===== src/hdl/ctm_map.svh =====
`ifndef CTM_MAP_SVH
`define CTM_MAP_SVH
// Counter widths of the two variants.
`define CTM_WIDTH_32   32
`define CTM_WIDTH_16   16
// Channel counts.
`define CTM_NMATCH     4
`define CTM_NCAP       2
// Positions of the sticky event flags.
`define CTM_FLAG_MATCH0 0
`define CTM_FLAG_CAP0   4
`define CTM_NFLAG       6
// Match output actions.
`define CTM_ACT_NONE   2'h0
`define CTM_ACT_LOW    2'h1
`define CTM_ACT_HIGH   2'h2
`define CTM_ACT_TOGGLE 2'h3
// Reset values.
`define CTM_MOUT_RST   4'h0
`define CTM_FLAG_RST   6'h00
`endif


===== src/hdl/ctm_pkg.sv =====
package ctm_pkg;
  // Run state of the counter.
  typedef enum logic [1:0]
  {
    CTM_IDLE = 2'b00,
    CTM_RUN  = 2'b01,
    CTM_HALT = 2'b10
  } ctm_state_t;
endpackage


===== src/hdl/ctm_cap_if.sv =====
`timescale 1ns/10ps
`include "ctm_map.svh"
// Carries the count to the capture unit and its events and values back.
interface ctm_cap_if #(parameter int W = `CTM_WIDTH_32);
  logic [W-1:0]               count;
  logic [`CTM_NCAP-1:0]        riseEv;
  logic [`CTM_NCAP-1:0]        fallEv;
  logic [`CTM_NCAP-1:0]        capEv;
  logic [`CTM_NCAP-1:0][W-1:0] capVal;
  modport timer (output count, input riseEv, fallEv, capEv, capVal);
  modport cap   (input count, output riseEv, fallEv, capEv, capVal);
endinterface


===== src/hdl/ctm_capture.sv =====
`timescale 1ns/10ps
`include "ctm_map.svh"
module ctm_capture #(parameter int W = `CTM_WIDTH_32)
(
  input  wire logic                 clk,
  input  wire logic                 reset_n,
  input  wire logic                 clkEn,
  input  wire logic [`CTM_NCAP-1:0] capPin,
  input  wire logic [`CTM_NCAP-1:0] capRiseEn,
  input  wire logic [`CTM_NCAP-1:0] capFallEn,
  ctm_cap_if.cap                    capIf
);
  // ==========================================================
  // Per-channel edge detection and snapshot.
  logic [`CTM_NCAP-1:0] pinPrev_r;

  // Remembers the last pin level to find transitions.
  always_ff @(posedge clk or negedge reset_n)
  begin
    if (!reset_n)
      pinPrev_r <= '0;
    else if (clkEn)
      pinPrev_r <= capPin;
  end

  for (genvar i = 0; i < `CTM_NCAP; i++)
  begin : g_ch
    // Edges qualify only while the clock enable lets state move.
    assign capIf.riseEv[i] = clkEn && capPin[i] && !pinPrev_r[i];
    assign capIf.fallEv[i] = clkEn && !capPin[i] && pinPrev_r[i];
    assign capIf.capEv[i]  = (capIf.riseEv[i] && capRiseEn[i])
                          || (capIf.fallEv[i] && capFallEn[i]);

    // Copies the running count when the selected edge arrives.
    always_ff @(posedge clk or negedge reset_n)
    begin
      if (!reset_n)
        capIf.capVal[i] <= '0;
      else if (capIf.capEv[i])
        capIf.capVal[i] <= capIf.count; // see [RL5]
    end

  end
endmodule


===== src/hdl/ctm_timer.sv =====
// Function
// [RL1] Counter and prescaler share one width, 32 or 16 bits.
// [RL2] Two 32-bit and two 16-bit instances behave alike except width.
// [RL3] Timer operation counts system clock cycles scaled by the prescaler.
// [RL4] Software selects timer operation or counting external input edges.
// [RL5] Two capture channels copy the count on an input transition.
// [RL6] Each capture channel may raise an interrupt request.
// [RL7] Four match values are compared against the running count.
// [RL8] A match may let counting continue, optionally interrupting.
// [RL9] A match may halt the counter, optionally interrupting.
// [RL10] A match may return the counter to zero, optionally interrupting.
// [RL11] Four match outputs go low, high, toggle or stay on a match.
// [RL12] A selected capture event may clear counter and prescaler.
// [RL13] Prescaler wraps at its programmed value and advances the counter.
// [RL14] Events set sticky flags; interrupts only for enabled flags.
`timescale 1ns/10ps
`include "ctm_map.svh"
module ctm_timer #(parameter int W = `CTM_WIDTH_32) // see [RL1] [RL2]
(
  input  wire logic                          clk,
  input  wire logic                          reset_n,
  input  wire logic                          clkEn,
  input  wire logic                          timerEn,
  input  wire logic                          swReset,
  input  wire logic                          countMode,
  input  wire logic                          countRise,
  input  wire logic                          countPin,
  input  wire logic [W-1:0]                  prescaleMax,
  input  wire logic [`CTM_NMATCH-1:0][W-1:0] matchVal,
  input  wire logic [`CTM_NMATCH-1:0]        matchIntEn,
  input  wire logic [`CTM_NMATCH-1:0]        matchResetEn,
  input  wire logic [`CTM_NMATCH-1:0]        matchStopEn,
  input  wire logic [`CTM_NMATCH-1:0][1:0]   matchAction,
  input  wire logic [`CTM_NCAP-1:0]          capPin,
  input  wire logic [`CTM_NCAP-1:0]          capRiseEn,
  input  wire logic [`CTM_NCAP-1:0]          capFallEn,
  input  wire logic [`CTM_NCAP-1:0]          capIntEn,
  input  wire logic                          clrOnCapEn,
  input  wire logic                          clrCapChan,
  input  wire logic                          clrCapRise,
  input  wire logic [`CTM_NFLAG-1:0]         flagClear,
  output logic      [W-1:0]                  count_r,
  output logic      [W-1:0]                  prescale_r,
  output logic      [`CTM_NCAP-1:0][W-1:0]   capVal_r,
  output logic      [`CTM_NMATCH-1:0]        matchOut_r,
  output logic      [`CTM_NFLAG-1:0]         flags_r,
  output logic                               irq_r,
  output logic                               running_r
);
  // ==========================================================
  // Capture unit.
  ctm_cap_if #(.W(W)) capIf ();
  ctm_pkg::ctm_state_t        state_r;
  ctm_pkg::ctm_state_t        state_nxt;
  logic                       run;
  logic                       pinPrev_r;
  logic                       pinEdge;
  logic                       preWrap;
  logic                       tick;
  logic                       clrHit;
  logic [`CTM_NMATCH-1:0]     matchHit;
  logic [`CTM_NFLAG-1:0]      events;
  logic [`CTM_NFLAG-1:0]      intEn;
  logic [W-1:0]               count_nxt;
  // Reset levels of the match outputs, one bit per channel.
  localparam logic [`CTM_NMATCH-1:0] MOUT_RST = `CTM_MOUT_RST;

  assign capIf.count = count_r;
  assign capVal_r    = capIf.capVal;

  ctm_capture #(.W(W)) u_capture
  (
    .clk       (clk),
    .reset_n   (reset_n),
    .clkEn     (clkEn),
    .capPin    (capPin),
    .capRiseEn (capRiseEn),
    .capFallEn (capFallEn),
    .capIf     (capIf)
  );

  // ==========================================================
  // Count sources and events.
  assign run     = state_r == ctm_pkg::CTM_RUN;
  assign pinEdge = countRise ? (countPin && !pinPrev_r)
                             : (!countPin && pinPrev_r);
  assign preWrap = prescale_r == prescaleMax;
  // Timer mode paces on the prescaler, counter mode on pin edges.
  assign tick    = clkEn && run
                && (countMode ? pinEdge : preWrap); // see [RL3] [RL4]
  assign clrHit  = clrOnCapEn && (clrCapRise ? capIf.riseEv[clrCapChan]
                                             : capIf.fallEv[clrCapChan]);

  // Each comparator fires when the count equals its value on a tick.
  for (genvar i = 0; i < `CTM_NMATCH; i++)
  begin : g_cmp
    assign matchHit[i] = tick && count_r == matchVal[i]; // see [RL7]
  end

  assign events = {capIf.capEv, matchHit};
  assign intEn  = {capIntEn, matchIntEn}; // see [RL6]

  // Remembers the count pin level for edge detection.
  always_ff @(posedge clk or negedge reset_n)
  begin
    if (!reset_n)
      pinPrev_r <= 1'b0;
    else if (clkEn)
      pinPrev_r <= countPin;
  end

  // ==========================================================
  // Run state: a stop match halts until the enable is dropped.
  always_comb
  begin
    state_nxt = state_r;
    case (state_r)
      ctm_pkg::CTM_IDLE:
        if (timerEn)
          state_nxt = ctm_pkg::CTM_RUN;
      ctm_pkg::CTM_RUN:
        if (!timerEn)
          state_nxt = ctm_pkg::CTM_IDLE;
        else if (|(matchHit & matchStopEn))
          state_nxt = ctm_pkg::CTM_HALT; // see [RL9]
      ctm_pkg::CTM_HALT:
        if (!timerEn)
          state_nxt = ctm_pkg::CTM_IDLE;
      default:
        state_nxt = ctm_pkg::CTM_IDLE;
    endcase
  end

  // Holds the run state and its visible copy.
  always_ff @(posedge clk or negedge reset_n)
  begin
    if (!reset_n)
    begin
      state_r   <= ctm_pkg::CTM_IDLE;
      running_r <= 1'b0;
    end
    else if (clkEn)
    begin
      state_r   <= state_nxt;
      running_r <= state_nxt == ctm_pkg::CTM_RUN;
    end
  end

  // ==========================================================
  // Prescaler: counts clock cycles and wraps at its programmed value.
  always_ff @(posedge clk or negedge reset_n)
  begin
    if (!reset_n)
      prescale_r <= '0;
    else if (clkEn)
    begin
      if (swReset || clrHit)
        prescale_r <= '0; // see [RL12]
      else if (run && !countMode)
        prescale_r <= preWrap ? '0 : W'(prescale_r + 1'b1); // see [RL13]
    end
  end

  // Next count: clear wins, then match reset, then stop, then advance.
  always_comb
  begin
    count_nxt = count_r;
    if (swReset || clrHit)
      count_nxt = '0; // see [RL12]
    else if (|(matchHit & matchResetEn))
      count_nxt = '0; // see [RL10]
    else if (|(matchHit & matchStopEn))
      count_nxt = count_r; // see [RL9]
    else if (tick)
      count_nxt = W'(count_r + 1'b1); // see [RL8] [RL13]
  end

  // Holds the running count.
  always_ff @(posedge clk or negedge reset_n)
  begin
    if (!reset_n)
      count_r <= '0;
    else if (clkEn)
      count_r <= count_nxt;
  end

  // ==========================================================
  // Match outputs follow their configured action.
  for (genvar i = 0; i < `CTM_NMATCH; i++)
  begin : g_mout
    always_ff @(posedge clk or negedge reset_n)
    begin
      if (!reset_n)
        matchOut_r[i] <= MOUT_RST[i];
      else if (matchHit[i])
      begin
        case (matchAction[i])
          `CTM_ACT_LOW:    matchOut_r[i] <= 1'b0; // see [RL11]
          `CTM_ACT_HIGH:   matchOut_r[i] <= 1'b1; // see [RL11]
          `CTM_ACT_TOGGLE: matchOut_r[i] <= !matchOut_r[i]; // see [RL11]
          default:         matchOut_r[i] <= matchOut_r[i];
        endcase
      end
    end
  end

  // ==========================================================
  // Sticky flags: a new event wins over a clear in the same cycle.
  always_ff @(posedge clk or negedge reset_n)
  begin
    if (!reset_n)
      flags_r <= `CTM_FLAG_RST;
    else if (clkEn)
      flags_r <= (flags_r & ~flagClear) | events; // see [RL14]
  end

  // Interrupt request from enabled flags only.
  always_ff @(posedge clk or negedge reset_n)
  begin
    if (!reset_n)
      irq_r <= 1'b0;
    else if (clkEn)
      irq_r <= |(((flags_r & ~flagClear) | events) & intEn); // see [RL14]
  end
endmodule


===== config.mk =====
export PLATFORM = sky130hd
export DESIGN_NAME = ctm_timer
export DESIGN_NICKNAME = d
export VERILOG_FILES = /design/src/hdl/ctm_pkg.sv /design/src/hdl/ctm_cap_if.sv /design/src/hdl/ctm_capture.sv /design/src/hdl/ctm_timer.sv
export VERILOG_INCLUDE_DIRS = /design/src /design/src/hdl
export SDC_FILE = /design/constraint.sdc
export NUM_CORES = 1
export LEC_CHECK = 0
export BUFFER_PORTS_ARGS = -buffer_cell sky130_fd_sc_hd__buf_2
export CAP_MARGIN = 20
export CELL_PAD_IN_SITES_DETAIL_PLACEMENT = 0
export CELL_PAD_IN_SITES_GLOBAL_PLACEMENT = 1
export CORE_UTILIZATION = 33
export DETAILED_ROUTE_END_ITERATION = 8
export PLACE_DENSITY_LB_ADDON = 0.1
export SLEW_MARGIN = 20
export SYNTH_ARGS = -nofsm -noshare
export SYNTH_HDL_FRONTEND = slang
export SYNTH_SLANG_ARGS = --single-unit

===== constraint.sdc =====
create_clock -name clk -period 2.4 [get_ports clk]
set_input_delay 0.24 -clock clk [delete_from_list [all_inputs] [get_ports clk]]
set_output_delay 0.24 -clock clk [all_outputs]
set_load 0.005 [all_outputs]

Yosys cells after proc, flatten, opt, wreduce, memory -nomap -nowiden. Index checks and enable logic that the tools add are counted.

Add/sub/neg operators: 2. Magnitude comparators: 1. Equality and inequality tests: 21. Multiplexer cells: 23. Bitwise operators: 6. Reductions and logical operators: 52.

Operators by type and width (count): $mux W32 (7); $eq A32 B32 Y1 (5); $add A32 B1 Y32 const B (2); $logic_and A1 B1 Y1 (22); $eq A2 B2 Y1 const B (9); $reduce_bool A3 Y1 (5); $and A6 B6 Y6 (2); $eq A2 B1 Y1 const B (6); $pmux W1 S3 (4); $logic_not A1 Y1 (11); $reduce_and A2 Y1 (5); $and A4 B4 Y4 (2); $mux W2 (4); $reduce_or A4 Y1 (2); $mux W1 (7); $not A6 Y6 (1); $or A6 B6 Y6 (1); $pmux W2 S3 (1); $reduce_or A6 Y1 (1); $logic_or A1 B1 Y1 (3); $ne A3 B1 Y1 const B (1); $reduce_and A3 Y1 (1); $logic_not A2 Y1 (1); $lt A1 B2 Y1 const B (1); $reduce_bool A2 Y1 (1).

Bits in registers: 145. Input port bits: 205. Output and inout bits: 140. Word-level logic and storage cells: 119.

Longest topological paths before layout.
Word-level depth: 12. Mapped depth: 11. Depth with buffers taken out: 8.

Hierarchy. A second synthesis with hierarchy kept.

Cell total of the unflattened synthesis: 863. Area, all modules: 8679.6 sq um.

Modules (own cells, without submodules): ctm_timer (times used 1, cells an instance 710, area an instance 6130.9 sq um, seq. area each 1976.9 sq um); ctm_capture (times used 1, cells an instance 153, area an instance 2548.7 sq um, seq. area each 1651.6 sq um).

Least setup slack after synthesis. No wires, ideal clock.

Kind: reg-to-reg. Start point: register prescale_r[5]. End point: register count_r[29]. Data arrival time: 2.263 ns. Setup slack: 0.013 ns. Stages on the path, launching flop included: 11. Cells stage by stage: dfrtp_1 buf_6 xor2_1 nor4_2 nand4_1 nor2_2 o2111ai_1 buf_2 nor4_4 a21boi_1 a211o_1.

Cells in the longest elaborated chain, start to end: 8. Elaborated cells on any way between the ends: 16. Those cells by class: 2 x eq/ne; 3 x mux; 2 x bitwise; 9 x reduce/logical.

RTL lines: start, declared (RTL line ctm_timer.sv:43) `output logic [W-1:0] prescale_r,`; start signal, assigned (RTL line ctm_timer.sv:160) `prescale_r <= preWrap ? '0 : W'(prescale_r + 1'b1);`; $eq A32 B32 Y1 * (RTL line ctm_timer.sv:87) `assign preWrap = prescale_r == prescaleMax;`; $mux W1 * (RTL line ctm_timer.sv:90) `&& (countMode ? pinEdge : preWrap);`; $logic_and A1 B1 Y1 * (RTL line ctm_timer.sv:90); $logic_and A1 B1 Y1 (RTL line ctm_timer.sv:97) `assign matchHit[i] = tick && count_r == matchVal[i];`; $and A4 B4 Y4 (on tied branches) (RTL line ctm_timer.sv:172, ctm_timer.sv:170); $reduce_or A4 Y1 (on tied branches) (RTL line ctm_timer.sv:172, ctm_timer.sv:170); $ne A3 B1 Y1 (no source line) (tied with other cells); $reduce_and A3 Y1 (no source line) / $mux W32 (equally long branches); end signal, assigned (RTL line ctm_timer.sv:184) `count_r <= count_nxt;`; end, declared (RTL line ctm_timer.sv:42) `output logic [W-1:0] count_r,`.

Every way passes the cells marked *; elsewhere a longest branch is shown, timed or not. A chain may end at the register's enable or synchronous reset.

Final worst setup path.
Start point: register prescale_r[22]. End point: register count_r[16].

The elaborated chain is that of the path after synthesis.

==> metrics.cfg <==
[power]
ir_worst_vdd_mv = 0.394
power_uw = 6040
cellPowerDensity_nw_per_um2 = 453
leakage_uw = 0.00651

[route]
detail_route.wl_per_cell_um = 19.6
drt_iter0_markers = 459
drc = 0
drt_pass1_iterations = 5
num_vias = 8453
routed_wl_um = 33500
antenna_left = 0
vias_per_cell = 4.95

[floorplan]
fp.dieArea_um2 = 26900
num_rows = 58
chipHeight_um = 164
start_util_pct = 34.0
die_x_um = 164
boundaryPins = 345
core_um2 = 25500

[sta]
setup_viol = 41
hold_violations = 0
relSlewSlack_pct = 56.7
timing.final.ws_setup_ps = -260
finalClockSkew_ps = 14.3
tns_ps = -6320
period_needed_ps = 2660
period_share_pct = 111
fmax_ghz = 0.376
slew_viol_final = 0
rsz0062_at_grt = true
tightest_slew_ps = 648

[placement]
pre_cts_slack_ps = -419
place.detailed.hpwl_um = 25900
port_buffers = 344
place_area_um2 = 11900
routabilityCongestion = 0.847

[synthesis]
synth_compound_area_share_pct = 6.97
syn_area_per_cell_um2 = 10.0
async_flop_share_pct = 100
ys_ff_latch = 145
synthSimpleGateAreaFrac_pct = 18.4
syn_inst = 862
yosysWarnings = 0
seq_area_frac_synth_pct = 41.9
yosys_most_used_dff = dfrtp_1
yosysUniqueCellTypes = 62
syn_area_um2 = 8660
synth_edf_count = 0
synth_xor_area_share_pct = 19.2
synth_mux_area_share_pct = 8.95
synth_top_family_by_area = XOR/XNOR gates
yosys.area_share.adder_pct = 0.289
syn_nets = 1069

[final_layout]
num-fill-cells = 2438
fin_area_um2 = 13300
mostFrequentLayoutCell = buf_2
drive_gt1_share_pct = 53.1
mostFrequentLayoutCells = buf_2, buf_4, xnor2_1, dfrtp_1, mux2_2
syn_to_final_growth_pct = 54.2
nets = 1570

[worst_setup_path]
worstSetupPathType = register to register
start_kind = register
path_buf_inv = 2
critical_path_arrival_ps = 3030
critPathRequiredTime_ps = 2770
cp_slowest_stage_delay_ps = 510
critPathMaxFanout = 7
path_delay_family = simple AND/OR/NAND/NOR gates
worstSetupEndpointType = register
cp_slowest_cell = or4_4
crit_chain = xor2_1, nor4_1, buf_4, nand4_1, nor2_4, o2111ai_4, or2_4, buf_12, or4_4, a21oi_2

[worst_hold_path]
hold_class = primary input to register

[clocking]
clk_latency_ps = 430
root_buffer = clkbuf_16
htree_levels = 4
cts_buffers = 17
cts_num_sinks = 145
clock_path_buffers = 2
clkTransAtPathRegs_ps = 70
cts_tree = built

[run]
cap_violations = 0

[grt]
grt_start_max_net_pins = 56
antenna_found_initial = 0
grt.overflow.total = 0
grt_pass1_wl_um = 49200
grt_usage_pct = 24.8
grt_pass1_vias = 8406

[status]
violations = negative setup slack
outcome = finished with violations

[per-stage QoR]
stage / hold WS (ps) / util [%] / std cells
final: 49.1 / 52.4 / 1708
after global routing: 61.7 / 52.4 / 1706
after CTS: 34.3 / 51.1 / 1695
after detailed placement: 225 / 46.6 / 1642
after global placement: 232 / 46.6 / 1642
after floorplan: -55.6 / - / 862
[worst min-delay path, delay by kind of cell]
| kind | cells | cell delay, ps |
|---|---|---|
| compound gates | 1 | 50 |
| buf+inv | 2 | 150 |
[metal layers]
layer	share of wire, %	GRT usage, %	vias up
li1	-	-	4026
met1	44	31.9	4092
met2	48	41.1	287
met3	5.5	4.97	48
met4	2.6	8.71	0
met5	0	0	-
[synth_stat cells (2+ instances only)]
cell type / number / share of area (%)
nand2_1: 41 / 1.8
a22o_1: 2 / 0.20
or3b_1: 2 / 0.20
nand3b_1: 3 / 0.26
mux2_2: 65 / 8.5
ha_1: 2 / 0.29
nor2_1: 49 / 2.1
nor2b_1: 15 / 1.1
nor4_4: 3 / 0.74
mux2i_1: 2 / 0.23
a21oi_1: 22 / 1.3
o21ai_1: 2 / 0.12
or3_1: 9 / 0.65
clkbuf_1: 13 / 0.56
nand4_1: 45 / 3.3
a21bo_2: 2 / 0.23
dfrtp_1: 145 / 42
inv_1: 16 / 0.69
nor3_1: 13 / 0.75
buf_1: 2 / 0.087
and3_1: 20 / 1.4
buf_4: 5 / 0.43
nor4_1: 23 / 1.7
a21o_1: 5 / 0.43
xor2_1: 35 / 3.5
and4_1: 5 / 0.51
nand2b_1: 3 / 0.22
buf_6: 2 / 0.26
o31ai_1: 12 / 1.0
nand3_1: 32 / 1.9
o21ai_0: 34 / 2.0
buf_2: 37 / 2.1
nor3b_1: 2 / 0.17
nor2_2: 2 / 0.14
a31oi_1: 4 / 0.29
or4_1: 8 / 0.69
xnor2_1: 155 / 16
[final cells by class]
class	count	area, um^2	area share [%]
Multi-Input combinational cell	640	5210	39.0
Sequential cell	145	3640	27.3
Timing Repair Buffer	542	3450	25.8
Clock buffer	17	425	3.19
Tap cell	330	413	3.09
Clock inverter	15	143	1.07
Inverter	17	63.8	0.478
Antenna cell	2	5.00	0.0375
[kinds of logic (layout without fill, tap and decap cells)]
| family | Yosys count | in the layout |
|---|---|---|
| AND/OR/NAND/NOR | 283 | 283 |
| AO/OA/AOI/OAI | 97 | 97 |
| XOR/XNOR | 190 | 190 |
| multiplexers | 68 | 68 |
| buffers and inverters | 77 | 591 |
| flip-flops | 145 | 145 |
| adder cells (fa/ha/maj) | 2 | 2 |
| other | 0 | 2 |
[registers in the layout, summed over array words and instances, names as in the netlist]
signal	count
u_capture.capIf.capVal	64
count_r	32
prescale_r	32
flags_r	6
matchOut_r	4
state_r	2
u_capture.pinPrev_r	2
irq_r	1
pinPrev_r	1
running_r	1
[path summary, 6_finish.rpt]
check                                                       start                                      to  slack (ps)  cells after the start
min in group asynchronous                                 reset_n              prescale_r[24]$_DFFE_PN0P_         310                      2
min reg2reg                u_capture.capIf.capVal[10]$_DFFE_PN0P_  u_capture.capIf.capVal[10]$_DFFE_PN0P_         480                      2
max                                    prescale_r[22]$_DFFE_PN0P_                 count_r[16]$_DFFE_PN0P_        -260                     10
max reg2reg                            prescale_r[22]$_DFFE_PN0P_                 count_r[16]$_DFFE_PN0P_        -260                     10
min                                                       timerEn                  state_r[1]$_DFFE_PN0P_          50                      3
max in group asynchronous                                 reset_n  u_capture.capIf.capVal[10]$_DFFE_PN0P_        1190                      3
[what timing repair did]
item	in CTS	in global routing
setup buffers	15	10
hold buffers	5	0
pin swaps	31	32
endpoints found under the hold margin	50	0
resized for setup	75	60
setup endpoints to repair	52	71
gates cloned	2	1
[power by group]
| part | internal [uW] | switching, uW |
|---|---|---|
| clock network | 1380 | 1260 |
| logic | 446 | 440 |
| registers | 2490 | 35.1 |
| total | 4310 | 1740 |
(Power assumes the default switching activity.)
